==> src/pfc_pkg.sv <==
package pfc_pkg;
   localparam int ADDR_W = 20;
   localparam int DATA_W = 8;
   // command codes and unlock addresses
   localparam logic [10:0] UNLOCK_ADDR1 = 11'h555;
   localparam logic [10:0] UNLOCK_ADDR2 = 11'h2AA;
   localparam logic [7:0]  UNLOCK_DATA1 = 8'hAA;
   localparam logic [7:0]  UNLOCK_DATA2 = 8'h55;
   localparam logic [7:0]  CMD_ID       = 8'h90;
   localparam logic [7:0]  CMD_PROGRAM  = 8'hA0;
   localparam logic [7:0]  CMD_ERASE    = 8'h80;
   localparam logic [7:0]  CMD_CHIP_ER  = 8'h10;
   localparam logic [7:0]  CMD_SECT_ER  = 8'h30;
   localparam logic [7:0]  CMD_RESET    = 8'hF0;
   localparam logic [7:0]  CMD_BYP_ENT  = 8'h20;
   localparam logic [7:0]  CMD_BYP_EXIT = 8'h00;
   localparam logic [7:0]  CMD_BYP_RST  = 8'h90;
   localparam logic [ADDR_W-1:0] ID_MFR_ADDR = 20'h00000;
   localparam logic [ADDR_W-1:0] ID_DEV_ADDR = 20'h00001;
   // timing, ns and cycles at 25 MHz
   localparam int CLK_NS          = 40;
   localparam int T_ACCESS_NS     = 90;
   localparam int T_WPULSE_NS     = 50;
   localparam int T_RECOVER_NS    = 30;
   localparam int RESET_PULSE_MIN_NS = 500;
   localparam int RESET_HIGH_TO_READ_NS = 50;
   localparam int ACC_CYC  = (T_ACCESS_NS + CLK_NS - 1) / CLK_NS;
   localparam int WP_CYC   = (T_WPULSE_NS + CLK_NS - 1) / CLK_NS;
   localparam int REC_CYC  = (T_RECOVER_NS + CLK_NS - 1) / CLK_NS;
   localparam int RP_CYC   = (RESET_PULSE_MIN_NS + CLK_NS - 1) / CLK_NS;
   localparam int RH_CYC   = (RESET_HIGH_TO_READ_NS + CLK_NS - 1) / CLK_NS;
   localparam int CNT_W    = 8;
   // host operations
   typedef enum logic [3:0] {
      OP_READ     = 4'h0,
      OP_PROGRAM  = 4'h1,
      OP_BYP_PROG = 4'h2,
      OP_BYP_ENT  = 4'h3,
      OP_BYP_EXIT = 4'h4,
      OP_CHIP_ER  = 4'h5,
      OP_SECT_ER  = 4'h6,
      OP_ID_ENT   = 4'h7,
      OP_RESET    = 4'h8,
      OP_HW_RESET = 4'h9
   } pfc_op_type;
   typedef struct packed {
      pfc_op_type        op;
      logic [ADDR_W-1:0] addr;
      logic [DATA_W-1:0] data;
   } pfc_req_type;
   typedef struct packed {
      logic              ce_n;
      logic              oe_n;
      logic              we_n;
      logic              rst_n;
      logic [ADDR_W-1:0] addr;
      logic [DATA_W-1:0] dq;
      logic              dq_oe;
   } pfc_pins_type;
endpackage

==> src/pfc_sync.sv <==
`timescale 1ns/1ps
module pfc_sync #(
   parameter int W = 1
) (
   // clock and reset
   input  wire logic         mclk_in,
   input  wire logic         arst_n_in,
   // data
   input  wire logic [W-1:0] d_in,
   output logic      [W-1:0] q_out
);
   logic [W-1:0] meta_r;
   always_ff @(posedge mclk_in or negedge arst_n_in) begin
      if (!arst_n_in) begin
         meta_r <= '0;
         q_out  <= '0;
      end else begin
         meta_r <= d_in;
         q_out  <= meta_r;
      end
   end
endmodule // pfc_sync

==> src/pfc_host.sv <==
`timescale 1ns/1ps
// Overview of operation
// - reads drive chip select and output enable low, write strobe high
// - writes drive write strobe and chip select low, output enable high
// - host waits reset-high-to-read before reading; may watch ready/busy
// - host should reissue operations interrupted by hardware reset
// - reset command byte aborts failure; host then writes valid command
// - id mode held until the reset command is written or a hardware reset is pulsed
module pfc_host
   import pfc_pkg::*;
(
   // clock and reset
   input  wire logic               mclk_in,
   input  wire logic               arst_n_in,
   // request port
   input  wire logic               req_valid_in,
   input  pfc_pkg::pfc_req_type    req_in,
   output logic                    req_ready_out,
   output logic                    done_out,
   output logic [pfc_pkg::DATA_W-1:0] rdata_out,
   output logic                    busy_out,
   // flash pins
   output logic                    ce_n_out,
   output logic                    oe_n_out,
   output logic                    we_n_out,
   output logic                    rst_n_out,
   output logic [pfc_pkg::ADDR_W-1:0] addr_out,
   output logic [pfc_pkg::DATA_W-1:0] dq_out,
   output logic                    dq_oe_out,
   input  wire logic [pfc_pkg::DATA_W-1:0] dq_in,
   input  wire logic               ready_busy_n_in
);
   import pfc_pkg::*;

   typedef enum logic [6:0] {
      ST_IDLE  = 7'b0000001,
      ST_RDACC = 7'b0000010,
      ST_WLOW  = 7'b0000100,
      ST_WREC  = 7'b0001000,
      ST_RSTLO = 7'b0010000,
      ST_RSTHI = 7'b0100000,
      ST_DONE  = 7'b1000000
   } pfc_state_type;

   pfc_state_type     state_r;
   logic [CNT_W-1:0]  cnt_r;
   logic [2:0]        step_r;
   logic [2:0]        nsteps_r;
   pfc_req_type       cur_r;
   logic [DATA_W-1:0] dq_sync;
   logic              busy_sync;
   logic [ADDR_W-1:0] seq_addr;
   logic [DATA_W-1:0] seq_data;

   pfc_sync #(.W(DATA_W + 1)) u_sync (
      .mclk_in   (mclk_in),
      .arst_n_in (arst_n_in),
      // busy carried inverted so the reset value matches an idle pin
      .d_in      ({~ready_busy_n_in, dq_in}),
      .q_out     ({busy_sync, dq_sync})
   );

   // cycle list per operation; upper address bits are zero on unlock cycles
   always_comb begin
      seq_addr = {9'h000, UNLOCK_ADDR1};
      seq_data = UNLOCK_DATA1;
      unique case (cur_r.op)
         OP_PROGRAM: begin
            // standard program: two unlocks, command, data
            unique case (step_r)
               3'h0: ;
               3'h1: begin
                  seq_addr = {9'h000, UNLOCK_ADDR2};
                  seq_data = UNLOCK_DATA2;
               end
               3'h2: seq_data = CMD_PROGRAM;
               default: begin
                  seq_addr = cur_r.addr;
                  seq_data = cur_r.data;
               end
            endcase
         end
         OP_BYP_PROG: begin
            // two writes only in bypass mode
            if (step_r == 3'h0) begin
               seq_data = CMD_PROGRAM;
            end else begin
               seq_addr = cur_r.addr;
               seq_data = cur_r.data;
            end
         end
         OP_BYP_EXIT: begin
            seq_addr = cur_r.addr;
            seq_data = (step_r == 3'h0) ? CMD_BYP_RST : CMD_BYP_EXIT;
         end
         OP_RESET: begin
            seq_addr = cur_r.addr; // any address works
            seq_data = CMD_RESET;
         end
         default: begin
            // unlock, unlock, command [, unlock, unlock, final]
            unique case (step_r)
               3'h0, 3'h3: ;
               3'h1, 3'h4: begin
                  seq_addr = {9'h000, UNLOCK_ADDR2};
                  seq_data = UNLOCK_DATA2;
               end
               3'h2: begin
                  unique case (cur_r.op)
                     OP_ID_ENT:  seq_data = CMD_ID;
                     OP_BYP_ENT: seq_data = CMD_BYP_ENT;
                     default:    seq_data = CMD_ERASE;
                  endcase
               end
               default: begin
                  if (cur_r.op == OP_SECT_ER) begin
                     seq_addr = cur_r.addr; // sector address
                     seq_data = CMD_SECT_ER;
                  end else begin
                     seq_data = CMD_CHIP_ER;
                  end
               end
            endcase
         end
      endcase
   end

   function automatic logic [2:0] op_steps(input pfc_op_type op);
      unique case (op)
         OP_PROGRAM:              op_steps = 3'h4;
         OP_BYP_PROG, OP_BYP_EXIT: op_steps = 3'h2;
         OP_CHIP_ER, OP_SECT_ER:  op_steps = 3'h6;
         OP_ID_ENT, OP_BYP_ENT:   op_steps = 3'h3;
         default:                 op_steps = 3'h1;
      endcase
   endfunction

   // sequencer
   always_ff @(posedge mclk_in or negedge arst_n_in) begin
      if (!arst_n_in) begin
         state_r  <= ST_IDLE;
         cnt_r    <= '0;
         step_r   <= '0;
         nsteps_r <= '0;
         cur_r    <= '0;
      end else begin
         unique case (state_r)
            ST_IDLE: begin
               if (req_valid_in) begin
                  cur_r    <= req_in;
                  step_r   <= '0;
                  nsteps_r <= op_steps(req_in.op);
                  unique case (req_in.op)
                     OP_READ: begin
                        state_r <= ST_RDACC;
                        cnt_r   <= CNT_W'(ACC_CYC + 2);
                     end
                     OP_HW_RESET: begin
                        state_r <= ST_RSTLO;
                        cnt_r   <= CNT_W'(RP_CYC);
                     end
                     default: begin
                        state_r <= ST_WLOW;
                        cnt_r   <= CNT_W'(WP_CYC);
                     end
                  endcase
               end
            end
            ST_RDACC: begin
               // wait covers access time plus the input synchroniser
               if (cnt_r == '0) state_r <= ST_DONE;
               else cnt_r <= cnt_r - 1'b1;
            end
            ST_WLOW: begin
               if (cnt_r == '0) begin
                  state_r <= ST_WREC;
                  cnt_r   <= CNT_W'(REC_CYC);
               end else begin
                  cnt_r <= cnt_r - 1'b1;
               end
            end
            ST_WREC: begin
               if (cnt_r != '0) begin
                  cnt_r <= cnt_r - 1'b1;
               end else if (step_r + 3'h1 == nsteps_r) begin
                  state_r <= ST_DONE;
               end else begin
                  step_r  <= step_r + 3'h1;
                  state_r <= ST_WLOW;
                  cnt_r   <= CNT_W'(WP_CYC);
               end
            end
            ST_RSTLO: begin
               // hold reset the minimum pulse width
               if (cnt_r == '0) begin
                  state_r <= ST_RSTHI;
                  cnt_r   <= CNT_W'(RH_CYC);
               end else begin
                  cnt_r <= cnt_r - 1'b1;
               end
            end
            ST_RSTHI: begin
               // wait reset-high-to-read and for ready
               // done only once ready, so a reissued sequence lands
               if (cnt_r != '0) cnt_r <= cnt_r - 1'b1;
               else if (!busy_sync) state_r <= ST_DONE;
            end
            ST_DONE: state_r <= ST_IDLE;
            default: state_r <= ST_IDLE;
         endcase
      end
   end

   // pin drive
   always_ff @(posedge mclk_in or negedge arst_n_in) begin
      if (!arst_n_in) begin
         ce_n_out  <= 1'b1;
         oe_n_out  <= 1'b1;
         we_n_out  <= 1'b1;
         rst_n_out <= 1'b0;
         addr_out  <= '0;
         dq_out    <= '0;
         dq_oe_out <= 1'b0;
      end else begin
         rst_n_out <= (state_r != ST_RSTLO);
         unique case (state_r)
            ST_RDACC: begin
               ce_n_out  <= 1'b0;
               oe_n_out  <= 1'b0;
               we_n_out  <= 1'b1;
               dq_oe_out <= 1'b0;
               addr_out  <= cur_r.addr;
            end
            ST_WLOW: begin
               ce_n_out  <= 1'b0;
               oe_n_out  <= 1'b1;
               we_n_out  <= 1'b0;
               dq_oe_out <= 1'b1;
               addr_out  <= seq_addr;
               dq_out    <= seq_data;
            end
            ST_WREC: begin
               // data held one phase past the rising strobe;
               // chip select stays low so the strobe edge alone ends it
               we_n_out <= 1'b1;
               oe_n_out <= 1'b1;
            end
            default: begin
               ce_n_out  <= 1'b1;
               oe_n_out  <= 1'b1;
               we_n_out  <= 1'b1;
               dq_oe_out <= 1'b0;
            end
         endcase
      end
   end

   // status to the requester
   always_ff @(posedge mclk_in or negedge arst_n_in) begin
      if (!arst_n_in) begin
         req_ready_out <= 1'b0;
         done_out      <= 1'b0;
         rdata_out     <= '0;
         busy_out      <= 1'b0;
      end else begin
         req_ready_out <= (state_r == ST_IDLE) && !req_valid_in;
         done_out      <= (state_r == ST_DONE);
         busy_out      <= busy_sync;
         if (state_r == ST_RDACC && cnt_r == '0) rdata_out <= dq_sync;
      end
   end
endmodule // pfc_host

==> config.mk <==
export PLATFORM = sky130hd
export DESIGN_NAME = pfc_host
export DESIGN_NICKNAME = d
export VERILOG_FILES = /design/src/pfc_pkg.sv /design/src/pfc_sync.sv /design/src/pfc_host.sv
export SDC_FILE = /design/constraint.sdc
export NUM_CORES = 1
export LEC_CHECK = 0
export BUFFER_PORTS_ARGS = -buffer_cell sky130_fd_sc_hd__buf_2
export CAP_MARGIN = 10
export CORE_MARGIN = 1.5
export CORE_UTILIZATION = 39
export CTS_BUF_LIST = sky130_fd_sc_hd__clkbuf_16
export CTS_CLUSTER_SIZE = 10
export DETAILED_ROUTE_END_ITERATION = 12
export PLACE_DENSITY_LB_ADDON = 0.08
export REMOVE_ABC_BUFFERS = 1
export SYNTH_ARGS = -nofsm -noshare
export SYNTH_HDL_FRONTEND = slang
export SYNTH_SLANG_ARGS = --single-unit
export TNS_END_PERCENT = 100
==> constraint.sdc <==
create_clock -name mclk_in -period 6.2 [get_ports mclk_in]
set_input_delay 0 -clock mclk_in [delete_from_list [all_inputs] [get_ports mclk_in]]
set_output_delay 0 -clock mclk_in [all_outputs]
set_load 0.02 [all_outputs]
# After elaboration in Yosys (flattened, before gate mapping)
# Cells that the tools add are included.
[classes]
reduce_logical = 23
bitwise_logic = 1
n_mux = 41
addsub = 2
eq_ne = 39
[op_table]
columns = ["operator", "count"]
rows = [
  ["one-hot mux 20 bit (2 select lines)", 3],
  ["2-to-1 mux 8 bit", 9],
  ["one-hot mux 20 bit (3 select lines)", 1],
  ["2-to-1 mux 7 bit", 8],
  ["one-hot mux 8 bit (3 select lines)", 2],
  ["one-hot mux 8 bit (6 select lines)", 1],
  ["one-hot mux 7 bit (6 select lines)", 1],
  ["2-to-1 mux 20 bit", 2],
  ["one-hot mux 8 bit (4 select lines)", 1],
  ["equality test 4 x 3 -> 1 bit (second input constant)", 7],
  ["inequality test 2 bit (second input constant)", 10],
  ["equality test 4 x 2 -> 1 bit (second input constant)", 4],
  ["one-hot mux 8 bit (2 select lines)", 1],
  ["OR reduction 2 bit", 8],
  ["one-hot mux 3 bit (4 select lines)", 1],
  ["one-hot mux 5 bit (2 select lines)", 1],
  ["2-to-1 mux 3 bit", 3],
  ["equality test 4 x 1 -> 1 bit (second input constant)", 2],
  ["equality test 4 bit (second input constant)", 2],
  ["logical NOT 8 bit", 1],
  ["one-hot mux 4 bit (2 select lines)", 1],
  ["nonzero test 8 bit", 1],
  ["subtractor 8 x 1 -> 8 bit (second input constant)", 1],
  ["equality test 7 x 1 -> 1 bit (second input constant)", 1],
  ["other kinds (29)", 34],
]
[totals]
regBits = 115
output_inout_bits = 44
input_bits = 44

# Depth between registers and ports, before layout
[depth]
depth_word = 5
mapped_depth = 10
ltp_nobuf = 8

# Modules after synthesis
# From an unflattened synthesis, not the netlist that was laid out.
[hier_totals]
cells_unflattened = 507
area_unflattened_um2 = 5536.6
[by_module_without_submodules]
columns = ["mod", "area_each_um2", "cells_per_inst", "n_inst", "seq_area_each_um2"]
rows = [
  ["pfc_host", 5086.1, 489, 1, 2432.3],
  ["pfc_sync", 450.4, 18, 1, 450.4],
]

# Worst setup path after synthesis
# Ideal clock, no wire load.
[synth_timing]
path_type = "reg-to-reg"
start = "register step_r[0]"
end = "register addr_out[0] (netlist name)"
setup_time_ps = 123
t_arrival_ps = 2034
path_slack_ps = 4043
path_stages_with_launch = 11
n_path_buf = 2
period_less_slack_ps = 2157
path_cell_list = "dfrtp_1 > clkbuf_1 > inv_1 > ha_1 > clkbuf_1 > nand2_1 > a21oi_1 > nor3_1 > or3_1 > o21ai_0 > a21oi_1"
[synth_via]
elab_chain_len = 5
elab_cells_between_ends = 13
[synth_rtl]
columns = ["element", "line", "text"]
rows = [
  ["from (decl)", "pfc_host.sv:47", "logic [2:0] step_r;"],
  ["from (signal assigned)", "pfc_host.sv:188", "step_r <= step_r + 3'h1;"],
  ["equality test 3 x 2 -> 1 bit, or another cell as far along", "pfc_host.sv:70, pfc_host.sv:102", ""],
  ["OR reduction 3 bit (no source line) / OR reduction 2 bit (equally long branches)", "--", ""],
  ["one-hot mux 20 bit (2 select lines) (on tied branches)", "pfc_host.sv:102, pfc_host.sv:70", ""],
  ["one-hot mux 20 bit (3 select lines) *", "pfc_host.sv:67", "unique case (cur_r.op)"],
  ["one-hot mux 20 bit (2 select lines) *", "pfc_host.sv:226", "unique case (state_r)"],
  ["to (signal assigned)", "pfc_host.sv:232", "addr_out <= cur_r.addr;"],
  ["to (signal assigned)", "pfc_host.sv:239", "addr_out <= seq_addr;"],
  ["to (decl)", "pfc_host.sv:27", "output logic [pfc_pkg::ADDR_W-1:0] addr_out,"],
]
# Every way passes the cells marked *; elsewhere a longest branch is shown, timed or not.
# A chain may end at the register's enable or synchronous reset.

# Worst setup path in the final report
[layout_timing]
start = "register state_r[5]"
end = "register nsteps_r[2]"
[layout_via]
elab_chain_len = 2
[layout_rtl]
columns = ["element", "line", "text"]
rows = [
  ["from (decl)", "pfc_host.sv:45", "pfc_state_type state_r;"],
  ["from (signal assigned)", "pfc_host.sv:141", "state_r <= ST_IDLE;"],
  ["from (signal assigned)", "pfc_host.sv:155", "state_r <= ST_RDACC;"],
  ["from (signal assigned)", "pfc_host.sv:159", "state_r <= ST_RSTLO;"],
  ["equality test 7 x 1 -> 1 bit", "pfc_host.sv:147", "unique case (state_r)"],
  ["AND reduction 2 bit (no source line)", "--", ""],
  ["to (signal assigned)", "pfc_host.sv:152", "nsteps_r <= op_steps(req_in.op);"],
  ["to (decl)", "pfc_host.sv:48", "logic [2:0] nsteps_r;"],
]
# No other way between the ends.

==> impl_metrics.env <==
export IMPL_outcome="completed"
export IMPL_ys_warn_count=0
export IMPL_ys_ff_latch=115
export IMPL_p_leak_nw=3.28
export IMPL_layout_drive_gt1_share=0.213
export IMPL_setup_ws_ps=2900
export IMPL_fin_nets=751
export IMPL_ctsHoldBuffers=45
export IMPL_drtIter0Drc=246
export IMPL_synth_edf_count=0
export IMPL_drv_cap=0
export IMPL_fillCellCount=1255
export IMPL_fin_util=0.523
export IMPL_post_route_min_period_ps=3300
export IMPL_rr_worst_depth=6
export IMPL_peakVddDrop_mv=0.235
export IMPL_start_util=0.406
export IMPL_pwr_share_comb=0.357
export IMPL_pin_count=88
export IMPL_arrival_ps=3660
export IMPL_rsz0062_at_grt="false"
export IMPL_antenna_cells=0
export IMPL_crit_end="nsteps_r[2]"
export IMPL_internal_power_mw=2.09
export IMPL_slew_viol_final=0
export IMPL_switchingPower_mw=1.33
export IMPL_route_detailed_drc=0
export IMPL_cts_setup_buffers=0
export IMPL_synth_main_ff_cell="dfrtp_1"
export IMPL_crit_path_start="state_r[5]"
export IMPL_dr_pass1_iters=5
export IMPL_place_congestion=0.879
export IMPL_die_height_microns=121
export IMPL_netlist_instances=575
export IMPL_endpoint_kind="flip-flop"
export IMPL_multi_input_area_sq_um=2340
export IMPL_dp_hpwl_mm=8.90
export IMPL_grt_max_degree=68
export IMPL_post_place_ws_ps=3030
export IMPL_yosysTopAreaCellShare=0.511
export IMPL_rr_endpoint="nsteps_r[2]"
export IMPL_r2r_start="state_r[5]"
export IMPL_swShare=0.389
export IMPL_fp_dieW_microns=121
export IMPL_grt_overflow=0
export IMPL_fmax_ghz=0.303
export IMPL_ys_types=56
export IMPL_clockPowerShare=0.293
export IMPL_final_cell_mix="nand2_1 (146), dfrtp_1 (111), buf_2 (86), nor2_1 (50), dlygate4sd3_1 (45)"
export IMPL_power_mw=3.42
export IMPL_cts_htree_levels=4
export IMPL_core_sq_um=13400
export IMPL_routedWlPerCell_microns=15.0
export IMPL_worstMarginPinSlew_ps=1140
export IMPL_syn_area_sq_um=5430
export IMPL_seq_area_sq_um=2880
export IMPL_final_design_area_no_fill_sq_um=7010
export IMPL_clk_pin_slew_ps=60
export IMPL_setup_viol=0
export IMPL_worst_setup_path_start_kind="flip-flop"
export IMPL_worst_setup_path_type="flip-flop to flip-flop"
export IMPL_io_buffer_count=87
export IMPL_viasPerCell=5.11
export IMPL_hold_viol=0
export IMPL_vias=4546
export IMPL_power_density_nw_per_um2=487
export IMPL_sequentialPowerShare=0.350
export IMPL_timing_final_crit_share=0.533
export IMPL_ys_seq_area_frac=0.531
export IMPL_clock_latency_ps=420
export IMPL_synthToLayoutAreaGrowth_pct=29.1
export IMPL_final_common_cell="nand2_1"
export IMPL_critPathMaxFanout=21
export IMPL_rows=42
export IMPL_r2r_setup_slack_ps=2900
export IMPL_antenna_found_initial=0
export IMPL_max_slew_margin_rel=0.236
export IMPL_fin_worst_skew_ps=8.07
export IMPL_syn_avg_cell_area_sq_um=9.45
export IMPL_totalWireLength_mm=13.4
export IMPL_antenna_left=0
export IMPL_synth_area_leaders="dfrtp_1 (51%), nand2_1 (10%), o21ai_0 (3.7%), a21oi_1 (3.6%), nor2_1 (3.5%)"
export IMPL_post_cts_resized=0
export IMPL_grt_pass1_wl_mm=22.3
export IMPL_placed_area_sq_um=5960
export IMPL_die_area_sq_um=14700
export IMPL_synth_top_cell_by_area="dfrtp_1"
export IMPL_track_usage=0.197
export IMPL_grt_pass1_vias=4634
export IMPL_worstPathRequired_ps=6560
export IMPL_cts_buffers=17
export IMPL_cts_tree="built"
export IMPL_setup_tns_ps=0
export IMPL_cts_buffer_depth=2
export IMPL_synthArstFlopShare=1.00
export IMPL_cts_root_buffer="clkbuf_16"
export IMPL_cts_sinks=115
export IMPL_hold_class="input pin to async pin"
[worst max-delay path: stages, from the launching register on]
cell and delay [ps]:
dfrtp_1 500, or3_1 620, nor4_4 380, nand2_1 510
buf_4 410, o31ai_1 250, dlygate4sd3_1 570
[power by group through the flow]
stage	clock network (mW)	registers, mW	logic, mW
finish	1.00	1.20	1.22
global route	1.05	1.24	1.37
CTS	1.02	1.20	1.23
detailed placement	0	1.20	1.20
global placement	0	1.21	1.18
floorplan	0	1.31	0.702
[metrics by stage]
stage,cells,hold slack (ps)
final,889,137
after CTS,889,162
after global routing,889,192
after detailed placement,812,62.4
after global placement,812,53.7
after floorplan,547,-296
[cells by family (layout without fill, tap and decap cells)]
kind of cell | Yosys count | in the layout | synth area share
AND/OR/NAND/NOR | 262 | 262 | 0.228
AO/OA/AOI/OAI | 129 | 129 | 0.150
multiplexers | 12 | 12 | 0.0244
adder cells (fa/ha/maj) | 7 | 7 | 0.0161
buffers and inverters | 43 | 181 | 0.0394
flip-flops | 115 | 115 | 0.531
XOR/XNOR | 7 | 7 | 0.0113
[cells in the mapped netlist (3+ instances only)]
cell type / instances
or4_1: 4
inv_1: 14
dfrtp_1: 111
nand3_1: 6
or3_1: 5
buf_6: 5
ha_1: 7
a2111oi_0: 4
xnor2_1: 5
dfstp_2: 4
o22ai_1: 7
mux2_2: 10
nor2_1: 50
a21o_1: 3
a21oi_1: 39
o31ai_1: 6
o21ai_0: 40
a31oi_1: 3
nor3_1: 13
o21a_1: 5
nor2b_1: 6
a211oi_1: 4
clkbuf_1: 11
nor4_1: 4
nand2b_1: 9
nand2_1: 146
buf_2: 12
[registers in the layout, indices dropped and copies added (netlist names)]
signal / flops
cnt_r: 8
rdata_out: 8
nsteps_r: 3
oe_n_out: 1
rst_n_out: 1
dq_out: 8
u_sync.q_out: 9
ce_n_out: 1
cur_r: 32
we_n_out: 1
busy_out: 1
dq_oe_out: 1
req_ready_out: 1
u_sync.meta_r: 9
addr_out: 20
step_r: 3
state_r: 7
done_out: 1
[routing by layer]
layer	vias to the layer above	share of wire	global-route usage
li1	2222	-	-
met1	2208	0.44	0.239
met2	97	0.50	0.335
met3	19	0.043	0.0555
met4	0	0.015	0.0706
met5	-	0	0
[area by class of cell]
type	instances	area share
multi-input combinational	417	0.334
tap	176	0.0314
sequential	115	0.411
inverter	15	0.00803
clock buffer	17	0.0607
timing repair buffer	134	0.129
clock inverter	15	0.0259
[worst min path at each step]
stage | start | to | slack (ps) | depth (start not counted)
2_1_floorplan | arst_n_in | addr_out[0] | -300 | 0
3_3_place_gp | arst_n_in | u_sync.q_out[3] | 50 | 1
3_5_place_dp | arst_n_in | rdata_out[3] | 60 | 1
4_1_cts | arst_n_in | rdata_out[3] | 160 | 2
5_1_grt | arst_n_in | rdata_out[3] | 190 | 2
6_report | arst_n_in | rdata_out[3] | 140 | 2
Note: power is estimated with default switching activity, not from simulation.
